==> src/rtl/atw_cfg.svh <==
// Offsets, field positions and reset values of the converter control block.
// Assumes inclusion by bare name from the package and the top module.
`ifndef ATW_CFG_SVH
`define ATW_CFG_SVH

// ****************************************
// Register offsets (byte addresses)
// ****************************************
`define ATW_OFS_RESULT0 8'h30
`define ATW_OFS_TRIG_EN 8'h70
`define ATW_OFS_TRIG_SRC 8'h74
`define ATW_OFS_WDG_CTRL 8'h78
`define ATW_OFS_WDG_THR 8'h7c
`define ATW_OFS_IRQ_EN 8'h80
`define ATW_OFS_IRQ_RAW 8'h84
`define ATW_OFS_IRQ_MSK 8'h88
`define ATW_OFS_IRQ_CLR 8'h8c
`define ATW_RESULT_LAST 8'h4c

// ****************************************
// Field positions
// ****************************************
`define ATW_VALID_BIT 31
`define ATW_TE_SOFT 0
`define ATW_TE_LINE 1
`define ATW_TE_GPMC 2
`define ATW_TE_BPWM 3
`define ATW_TS_START 0
`define ATW_TS_LINE_LO 8
`define ATW_TS_GPMC_TSEL_LO 16
`define ATW_TS_BPWM_TSEL_B0 19
`define ATW_TS_BPWM_TSEL_HI_LO 22
`define ATW_TS_GPMC_EVT_LO 24
`define ATW_TS_BPWM_EVT_LO 27
`define ATW_WC_LOW_EN 0
`define ATW_WC_UP_EN 1
`define ATW_WC_ALL 2
`define ATW_WC_SEL_LO 8
`define ATW_WC_LCH_LO 16
`define ATW_WC_UCH_LO 24
`define ATW_TH_LOW_LO 0
`define ATW_TH_UP_LO 16
`define ATW_IRQ_SINGLE 0
`define ATW_IRQ_SUBGRP 1
`define ATW_IRQ_CYCLE 2
`define ATW_IRQ_LOWER 16
`define ATW_IRQ_UPPER 17
`define ATW_IRQ_OVWR 24

// ****************************************
// Masks and reset values
// ****************************************
`define ATW_TE_MASK 32'h0000000f
`define ATW_TS_MASK 32'h3fcf0f01
`define ATW_WC_RW_MASK 32'h00000f07
`define ATW_TH_MASK 32'h0fff0fff
`define ATW_IRQ_MASK 32'h01030007
`define ATW_RESET_WORD 32'h00000000
`define ATW_EVT_MAX 3'h4
`define ATW_CH_MAX 4'hb
`define ATW_TSEL_MC 3'h0
`define ATW_TSEL_GP 3'h2
`define ATW_BTSEL_MAX 3'h3

`endif

==> src/rtl/atw_pkg.sv <==
// Types shared by the converter control block.
// Assumes atw_cfg.svh on the include path.
`include "atw_cfg.svh"

package atw_pkg;

  // Result delivered by the conversion core
  typedef struct packed {
    logic [2:0] seq;
    logic [3:0] chan;
    logic [15:0] value;
  } atw_result_s;

  // End-of-conversion events from the core
  typedef struct packed {
    logic cycle;
    logic subgroup;
    logic single;
  } atw_eoc_s;

  // Timer trigger sources, one per timer
  typedef struct packed {
    logic [4:0] mc;
    logic [4:0] gp;
    logic [4:0] bt0;
    logic [4:0] bt1;
    logic [4:0] pw0;
    logic [4:0] pw1;
  } atw_timer_ev_s;

  // Bus slave states
  typedef enum logic [1:0] {
    ATW_BUS_IDLE = 2'b00,
    ATW_BUS_ACK = 2'b01
  } atw_bus_e;

endpackage

==> src/rtl/atw_top.sv <==
// Converter trigger, watchdog and interrupt register block.
// Assumes an Avalon-MM master on clk_i; trigger pins are asynchronous.
`include "atw_cfg.svh"
`timescale 1ns/1ns
`default_nettype none

module atw_top #(
  parameter int NUM_RESULTS = 8,
  parameter int NUM_LINES = 16
) (
  input wire logic clk_i,
  input wire logic nrst_i,
  input wire logic [7:0] avs_address_i,
  input wire logic avs_read_i,
  input wire logic avs_write_i,
  input wire logic [31:0] avs_writedata_i,
  input wire logic [3:0] avs_byteenable_i,
  output logic [31:0] avs_readdata_o,
  output logic avs_waitrequest_o,
  input wire logic [NUM_LINES-1:0] line_event_i,
  input wire atw_pkg::atw_timer_ev_s timer_event_i,
  input wire logic result_strobe_i,
  input wire atw_pkg::atw_result_s result_i,
  input wire atw_pkg::atw_eoc_s eoc_i,
  output logic conv_start_o
);

  // ****************************************
  // Registers
  // ****************************************
  logic [31:0] trig_en_reg;
  logic [31:0] trig_src_reg;
  logic [31:0] wdg_ctrl_reg;
  logic [31:0] wdg_thr_reg;
  logic [31:0] irq_en_reg;
  logic [31:0] irq_raw_reg;
  logic [15:0] result_value [NUM_RESULTS];
  logic [NUM_RESULTS-1:0] result_valid_flag;
  logic [3:0] upper_hit_channel;
  logic [3:0] lower_hit_channel;
  atw_pkg::atw_bus_e bus_reg;
  logic [NUM_LINES-1:0] line_meta_reg;
  logic [NUM_LINES-1:0] line_sync_reg;
  atw_pkg::atw_timer_ev_s tmr_meta_reg;
  atw_pkg::atw_timer_ev_s tmr_sync_reg;

  // Write data merged with byte enables
  function automatic logic [31:0] merge_be(input logic [31:0] old_v,
    input logic [31:0] new_v, input logic [3:0] be);
    logic [31:0] r;
    r = old_v;
    for (int i = 0; i < 4; i++) begin
      if (be[i]) begin
        r[i*8 +: 8] = new_v[i*8 +: 8];
      end
    end
    return r;
  endfunction

  // Pick one of five event lines by the 3-bit event code
  function automatic logic pick_event(input logic [4:0] ev,
    input logic [2:0] code);
    logic r;
    r = 1'b0;
    if (code <= `ATW_EVT_MAX) begin
      r = ev[code];
    end
    return r;
  endfunction

  // Channel codes above eleven are reserved and never count as a hit
  function automatic logic chan_ok(input logic [3:0] ch);
    logic r;
    r = 1'b0;
    if (ch <= `ATW_CH_MAX) begin
      r = 1'b1;
    end
    return r;
  endfunction

  // ****************************************
  // Bus decode
  // ****************************************
  logic wr_hit;
  logic rd_hit;
  logic bus_ack;
  logic in_result;
  logic [2:0] res_idx;
  // Reads are captured when taken so the data stands in the ack cycle;
  // writes land at the ack edge, the one edge the master commits at
  assign bus_ack = bus_reg == atw_pkg::ATW_BUS_ACK;
  assign wr_hit = avs_write_i && bus_ack;
  assign rd_hit = avs_read_i && bus_reg == atw_pkg::ATW_BUS_IDLE;
  assign in_result = avs_address_i >= `ATW_OFS_RESULT0 &&
    avs_address_i <= `ATW_RESULT_LAST;
  assign res_idx = 3'((avs_address_i - `ATW_OFS_RESULT0) >> 2);

  // One wait cycle per access, then acknowledge
  always_ff @(posedge clk_i or negedge nrst_i) begin
    if (!nrst_i) begin
      bus_reg <= atw_pkg::ATW_BUS_IDLE;
    end else begin
      case (bus_reg)
        atw_pkg::ATW_BUS_IDLE: begin
          if (avs_read_i || avs_write_i) begin
            bus_reg <= atw_pkg::ATW_BUS_ACK;
          end
        end
        atw_pkg::ATW_BUS_ACK: bus_reg <= atw_pkg::ATW_BUS_IDLE;
        default: bus_reg <= atw_pkg::ATW_BUS_IDLE;
      endcase
    end
  end

  // Waitrequest high except in the acknowledge cycle
  always_ff @(posedge clk_i or negedge nrst_i) begin
    if (!nrst_i) begin
      avs_waitrequest_o <= 1'b1;
    end else begin
      avs_waitrequest_o <= !(bus_reg == atw_pkg::ATW_BUS_IDLE &&
        (avs_read_i || avs_write_i));
    end
  end

  // ****************************************
  // Control registers
  // ****************************************
  // Writable control words; reserved bits are masked off
  always_ff @(posedge clk_i or negedge nrst_i) begin
    if (!nrst_i) begin
      trig_en_reg <= `ATW_RESET_WORD;
      wdg_ctrl_reg <= `ATW_RESET_WORD;
      wdg_thr_reg <= `ATW_RESET_WORD;
      irq_en_reg <= `ATW_RESET_WORD;
    end else if (wr_hit) begin
      case (avs_address_i)
        `ATW_OFS_TRIG_EN: trig_en_reg <= merge_be(trig_en_reg,
          avs_writedata_i, avs_byteenable_i) & `ATW_TE_MASK;
        `ATW_OFS_WDG_CTRL: wdg_ctrl_reg <= merge_be(wdg_ctrl_reg,
          avs_writedata_i, avs_byteenable_i) & `ATW_WC_RW_MASK;
        `ATW_OFS_WDG_THR: wdg_thr_reg <= merge_be(wdg_thr_reg,
          avs_writedata_i, avs_byteenable_i) & `ATW_TH_MASK;
        `ATW_OFS_IRQ_EN: irq_en_reg <= merge_be(irq_en_reg,
          avs_writedata_i, avs_byteenable_i) & `ATW_IRQ_MASK;
        default: ;
      endcase
    end
  end

  // ****************************************
  // Trigger path
  // ****************************************
  // Two-stage synchronisers for pin and timer events
  // Only the second stage feeds logic; the first may be metastable
  always_ff @(posedge clk_i or negedge nrst_i) begin
    if (!nrst_i) begin
      line_meta_reg <= '0;
      line_sync_reg <= '0;
      tmr_meta_reg <= '0;
      tmr_sync_reg <= '0;
    end else begin
      line_meta_reg <= line_event_i;
      line_sync_reg <= line_meta_reg;
      tmr_meta_reg <= timer_event_i;
      tmr_sync_reg <= tmr_meta_reg;
    end
  end

  logic [3:0] line_sel;
  logic [2:0] gpmc_tsel;
  logic [2:0] bpwm_tsel;
  logic [2:0] gpmc_esel;
  logic [2:0] bpwm_esel;
  logic line_start;
  logic gpmc_start;
  logic bpwm_start;
  logic soft_start;
  logic [4:0] gpmc_src;
  logic [4:0] bpwm_src;
  assign line_sel = trig_src_reg[`ATW_TS_LINE_LO +: 4];
  assign gpmc_tsel = trig_src_reg[`ATW_TS_GPMC_TSEL_LO +: 3];
  assign bpwm_tsel = {trig_src_reg[`ATW_TS_BPWM_TSEL_HI_LO +: 2],
    trig_src_reg[`ATW_TS_BPWM_TSEL_B0]};
  assign gpmc_esel = trig_src_reg[`ATW_TS_GPMC_EVT_LO +: 3];
  assign bpwm_esel = trig_src_reg[`ATW_TS_BPWM_EVT_LO +: 3];

  // Timer choice; reserved codes select nothing
  always_comb begin
    gpmc_src = 5'h0;
    bpwm_src = 5'h0;
    case (gpmc_tsel)
      `ATW_TSEL_MC: gpmc_src = tmr_sync_reg.mc;
      `ATW_TSEL_GP: gpmc_src = tmr_sync_reg.gp;
      default: gpmc_src = 5'h0;
    endcase
    case (bpwm_tsel)
      3'h0: bpwm_src = tmr_sync_reg.bt0;
      3'h1: bpwm_src = tmr_sync_reg.bt1;
      3'h2: bpwm_src = tmr_sync_reg.pw0;
      3'h3: bpwm_src = tmr_sync_reg.pw1;
      default: bpwm_src = 5'h0;
    endcase
  end

  // Edge is set by the line controller; this takes the event level
  assign line_start = trig_en_reg[`ATW_TE_LINE] &&
    line_sync_reg[line_sel];
  assign gpmc_start = trig_en_reg[`ATW_TE_GPMC] &&
    pick_event(gpmc_src, gpmc_esel);
  assign bpwm_start = trig_en_reg[`ATW_TE_BPWM] &&
    pick_event(bpwm_src, bpwm_esel);
  assign soft_start = trig_en_reg[`ATW_TE_SOFT] &&
    trig_src_reg[`ATW_TS_START];

  // Start pulse towards the conversion core
  always_ff @(posedge clk_i or negedge nrst_i) begin
    if (!nrst_i) begin
      conv_start_o <= 1'b0;
    end else begin
      conv_start_o <= soft_start || line_start || gpmc_start || bpwm_start;
    end
  end

  // Source select; start bit self-clears once the start is issued
  always_ff @(posedge clk_i or negedge nrst_i) begin
    if (!nrst_i) begin
      trig_src_reg <= `ATW_RESET_WORD;
    end else if (wr_hit && avs_address_i == `ATW_OFS_TRIG_SRC) begin
      trig_src_reg <= merge_be(trig_src_reg, avs_writedata_i,
        avs_byteenable_i) & `ATW_TS_MASK;
    end else if (soft_start) begin
      trig_src_reg[`ATW_TS_START] <= 1'b0;
    end
  end

  // ****************************************
  // Results and watchdog
  // ****************************************
  logic watched;
  logic hit_up;
  logic hit_low;
  logic overwrite;
  assign watched = wdg_ctrl_reg[`ATW_WC_ALL] ||
    result_i.chan == wdg_ctrl_reg[`ATW_WC_SEL_LO +: 4];
  assign hit_up = result_strobe_i && watched &&
    wdg_ctrl_reg[`ATW_WC_UP_EN] && chan_ok(result_i.chan) &&
    result_i.value[11:0] > wdg_thr_reg[`ATW_TH_UP_LO +: 12];
  assign hit_low = result_strobe_i && watched &&
    wdg_ctrl_reg[`ATW_WC_LOW_EN] && chan_ok(result_i.chan) &&
    result_i.value[11:0] < wdg_thr_reg[`ATW_TH_LOW_LO +: 12];
  assign overwrite = result_strobe_i &&
    result_valid_flag[result_i.seq];

  // Store results; a read clears valid, a new result wins
  always_ff @(posedge clk_i or negedge nrst_i) begin
    if (!nrst_i) begin
      result_valid_flag <= '0;
      for (int i = 0; i < NUM_RESULTS; i++) begin
        result_value[i] <= 16'h0;
      end
    end else begin
      if (rd_hit && in_result) begin
        result_valid_flag[res_idx] <= 1'b0;
      end
      if (result_strobe_i) begin
        result_value[result_i.seq] <= result_i.value;
        result_valid_flag[result_i.seq] <= 1'b1;
      end
    end
  end

  // Hit channel fields, updated with the result write
  // Fields hold their last hit; a result without a hit leaves them alone
  always_ff @(posedge clk_i or negedge nrst_i) begin
    if (!nrst_i) begin
      upper_hit_channel <= 4'h0;
      lower_hit_channel <= 4'h0;
    end else begin
      if (hit_up) begin
        upper_hit_channel <= result_i.chan;
      end
      if (hit_low) begin
        lower_hit_channel <= result_i.chan;
      end
    end
  end

  // ****************************************
  // Interrupt status
  // ****************************************
  logic [31:0] ev_set;
  logic [31:0] ev_clr;
  always_comb begin
    ev_set = 32'h0;
    ev_set[`ATW_IRQ_OVWR] = overwrite;
    ev_set[`ATW_IRQ_UPPER] = hit_up;
    ev_set[`ATW_IRQ_LOWER] = hit_low;
    ev_set[`ATW_IRQ_CYCLE] = eoc_i.cycle;
    ev_set[`ATW_IRQ_SUBGRP] = eoc_i.subgroup;
    ev_set[`ATW_IRQ_SINGLE] = eoc_i.single;
    ev_clr = 32'h0;
    if (wr_hit && avs_address_i == `ATW_OFS_IRQ_CLR) begin
      ev_clr = merge_be(32'h0, avs_writedata_i, avs_byteenable_i);
    end
  end

  // Raw status; a new event beats a clear in the same cycle
  always_ff @(posedge clk_i or negedge nrst_i) begin
    if (!nrst_i) begin
      irq_raw_reg <= `ATW_RESET_WORD;
    end else begin
      irq_raw_reg <= ((irq_raw_reg & ~ev_clr) | ev_set) &
        `ATW_IRQ_MASK;
    end
  end

  // ****************************************
  // Read data
  // ****************************************
  // Captured at the taking edge, held until the next read
  always_ff @(posedge clk_i or negedge nrst_i) begin
    if (!nrst_i) begin
      avs_readdata_o <= `ATW_RESET_WORD;
    end else if (rd_hit) begin
      if (in_result) begin
        avs_readdata_o <= {result_valid_flag[res_idx], 15'h0,
          result_value[res_idx]};
      end else begin
        case (avs_address_i)
          `ATW_OFS_TRIG_EN: avs_readdata_o <= trig_en_reg;
          `ATW_OFS_TRIG_SRC: avs_readdata_o <= trig_src_reg;
          `ATW_OFS_WDG_CTRL: avs_readdata_o <= {4'h0, upper_hit_channel,
            4'h0, lower_hit_channel, wdg_ctrl_reg[15:0]};
          `ATW_OFS_WDG_THR: avs_readdata_o <= wdg_thr_reg;
          `ATW_OFS_IRQ_EN: avs_readdata_o <= irq_en_reg;
          `ATW_OFS_IRQ_RAW: avs_readdata_o <= irq_raw_reg;
          `ATW_OFS_IRQ_MSK: avs_readdata_o <=
            irq_raw_reg & irq_en_reg;
          default: avs_readdata_o <= `ATW_RESET_WORD;
        endcase
      end
    end
  end

endmodule

`default_nettype wire

==> config.mk <==
export PLATFORM = sky130hd
export DESIGN_NAME = atw_top
export DESIGN_NICKNAME = d
export VERILOG_FILES = /design/src/rtl/atw_pkg.sv /design/src/rtl/atw_top.sv
export VERILOG_INCLUDE_DIRS = /design/src /design/src/rtl
export SDC_FILE = /design/constraint.sdc
export NUM_CORES = 1
export LEC_CHECK = 0
export ABC_AREA = 1
export BUFFER_PORTS_ARGS = -buffer_cell sky130_fd_sc_hd__buf_2
export CAP_MARGIN = 20
export CORE_ASPECT_RATIO = 1.5
export CORE_MARGIN = 4
export CORE_UTILIZATION = 49
export CTS_CLUSTER_DIAMETER = 200
export DETAILED_ROUTE_END_ITERATION = 12
export PLACE_DENSITY_LB_ADDON = 0.15
export SYNTH_ARGS = -nofsm -noshare
export SYNTH_HDL_FRONTEND = slang
export SYNTH_SLANG_ARGS = --single-unit
==> constraint.sdc <==
create_clock -name clk_i -period 4.2 [get_ports clk_i]
set_input_delay 0.42 -clock clk_i [delete_from_list [all_inputs] [get_ports clk_i]]
set_output_delay 0.42 -clock clk_i [all_outputs]
set_load 0.1 [all_outputs]
==> impl_metrics.json <==
{
  "status": "complete, no violations",
  "antenna_found_initial": 2,
  "placed_area_um2": 15200,
  "grt_max_degree": 127,
  "ys_types": 36,
  "viasPerCell": 5.34,
  "fill_cells": 2460,
  "rsz0062_at_grt": "no",
  "worst_setup_path_start_kind": "register",
  "synth-async-reset-ratio": 1.00,
  "overflow": 0,
  "fin_skew_ps": 10.4,
  "pwr-share-comb": 0.109,
  "setup_viol": 0,
  "area_delta_synth_final_pct": 20.1,
  "clkLatencyLatePin_ps": 520,
  "cap_violations": 0,
  "drt_wl_total_um": 37900,
  "slowest_delay_ps": 400,
  "cts_made_buffers": 34,
  "grt_pass1_vias": 11452,
  "worst-endpoint-arrival_ps": 2560,
  "num_io_pins": 155,
  "h-tree-depth": 2,
  "synth_area_leader_cell": "dfrtp_1",
  "hpwlAfterDp_um": 25700,
  "p_sw_frac": 0.253,
  "avgSynthCellArea_um2": 8.90,
  "tns_ps": 0,
  "relSlewSlack": 0.372,
  "switchingPower_mw": 2.00,
  "hold_violations": 0,
  "globalplace.congestion": 0.865,
  "dpl_worst_slack_ps": 1580,
  "die_h_um": 216,
  "cts.path.max_buffers": 3,
  "first_iter_violations": 888,
  "synthCells": 1580,
  "power.density_nw_per_um2": 467,
  "end_kind": "register",
  "intPower_mw": 5.90,
  "largest_reg_flops": 128,
  "reg_top3": "result_value x128, avs_readdata_o x31",
  "synth.area.top_cells": "dfrtp_1 59%, nand2_1 13%, o21ai_0 6.9%",
  "drc": 0,
  "antenna_cells": 0,
  "power_frac_clock": 0.423,
  "ys_seq_elements": 334,
  "design_area_um2": 16900,
  "num-nets-final": 1913,
  "cts_tree": "built",
  "cts_sinks": 334,
  "core_um2": 28200,
  "die_w_um": 146,
  "total_leakage_power_nw": 8.26,
  "tightestPinTransition_ps": 941,
  "regMostFlops": "result_value",
  "seq_area_frac_synth": 0.594,
  "yosysWarnings": 0,
  "crit_chain": "nor2_2 > buf_4 > inv_2 > nor2_1 > buf_4 > nand2_1 > o21ai_1 > o21ai_1",
  "p_seq_frac": 0.468,
  "clk_pin_slew_ps": 60,
  "slowest_stage": "dfrtp_1",
  "synthFlopType": "dfrtp_1",
  "yosysMostFrequentCell": "nand2_1",
  "criticalPathCategory": "reg -> reg",
  "slew_viol_final": 0,
  "holdCritPathClass": "in -> async",
  "syn_nets": 1724,
  "cts-root-buf": "clkbuf_16",
  "post_cts_resized": 0,
  "std_cell_rows": 75,
  "fin_crit_ps": 2150,
  "grt_usage": 0.244,
  "fin_crit_sh": 0.513,
  "drt_pass1_iterations": 5,
  "crit_fanout": 39,
  "required_ps": 4600,
  "fmax_ghz": 0.464,
  "via_count": 11417,
  "setup_slack_ps": 2050,
  "synth_top_area_frac": 0.592,
  "netlist_area_um2": 14100,
  "routedWlPerCell_um": 17.7,
  "ir_drop_mv": 0.366,
  "drive_gt1_frac": 0.140,
  "layout.cells.non_filler": 2140,
  "grt_pass1_wl_um": 60900,
  "start_util": 0.500,
  "dieArea_um2": 31500,
  "yosys-top-cells-count": "502 x nand2_1, 333 x dfrtp_1, 195 x o21ai_0",
  "ant_nets": 0,
  "dpl.cell_count": 2033,
  "synth-edff-count": 0,
  "portBuffers": 147,
  "p_total_mw": 7.89
}
[metrics by stage]
step / hold slack (ps) / utilization
after floorplan: 124 / -
after global placement: 332 / 0.538
after detailed placement: 335 / 0.539
after CTS: 33.7 / 0.600
after global routing: 50.0 / 0.600
final: 2.27 / 0.600
[worst paths after layout]
check | end | depth (start not counted) | startpoint | slack [ps]
worst max register to register | result_valid_flag[7] | 8 | bus_reg[0] | 2050
worst min-delay path | result_value[41] | 1 | nrst_i | 2
worst min register to register | tmr_sync_reg[18] | 0 | tmr_meta_reg[18] | 340
min in group clk_i | avs_waitrequest_o | 2 | avs_write_i | 100
worst max-delay path | result_valid_flag[7] | 8 | bus_reg[0] | 2050
max in group asynchronous | result_value[45] | 2 | nrst_i | 3140
[power by group through the flow]
stage	clock, mW	sequential, mW	combinational [mW]
floorplan	0	3.84	0.419
global placement	0	3.74	0.809
detailed placement	0	3.75	0.834
CTS	3.40	3.69	0.868
global route	3.53	3.73	0.974
finish	3.34	3.69	0.860
[worst max-delay path: cells and delay by family (launching register included)]
kind            cells  cell delay (ps)
flops               1              400
simple gates        3              510
compound gates      2              270
buf+inv             3              840
[cells in the final DEF, fill, tap and decap left out, types with 6 or more instances in the layout]
| cell | n |
|---|---|
| inv_2 | 7 |
| o221ai_1 | 9 |
| buf_4 | 15 |
| inv_1 | 126 |
| buf_2 | 146 |
| nor3_1 | 7 |
| nand2_1 | 502 |
| nand4_1 | 36 |
| o211ai_1 | 11 |
| a22oi_1 | 7 |
| ha_1 | 23 |
| o21ai_1 | 28 |
| nor2_1 | 68 |
| clkbuf_8 | 6 |
| or2_2 | 8 |
| clkinv_2 | 6 |
| dfrtp_1 | 333 |
| dlygate4sd3_1 | 46 |
| o22ai_1 | 6 |
| bufinv_16 | 6 |
| clkbuf_16 | 37 |
| o21ai_0 | 195 |
| a21oi_1 | 50 |
| nand3_1 | 71 |
[per-layer routing]
layer  GRT usage  up-vias  share of wire
li1            -     5530              -
met4      0.0960        4          0.039
met3      0.0365       84          0.046
met1       0.293     5476           0.40
met2       0.440      323           0.52
met5           0        -        0.00055
[final cells by class]
cell class | instances | area (µm²) | area share
tap | 346 | 433 | 0.0256
timing repair buffer | 211 | 1390 | 0.0821
inverter | 139 | 524 | 0.0310
multi-input combinational | 1049 | 4930 | 0.292
sequential | 334 | 8360 | 0.495
clock buffer | 44 | 1010 | 0.0599
clock inverter | 17 | 248 | 0.0147
[timing repair]
| item | 4_1_cts | 5_1_grt |
|---|---|---|
| setup buffers | 0 | 0 |
| setup endpoints to repair | 0 | 0 |
| hold buffers | 46 | 0 |
| endpoints found under the hold margin | 46 | 0 |
[cells by family after synthesis]
family                     Yosys count  share of synthesized area
other                                1                   0.000267
AOI/OAI and AO/OA                  314                      0.120
and+or+nand+nor                    707                      0.207
xor gates and xnor gates             4                    0.00249
buffers and inverters              197                     0.0560
adders and majority gates           23                     0.0205
DFF                                334                      0.594
Note: power is estimated with default switching activity, not from simulation.
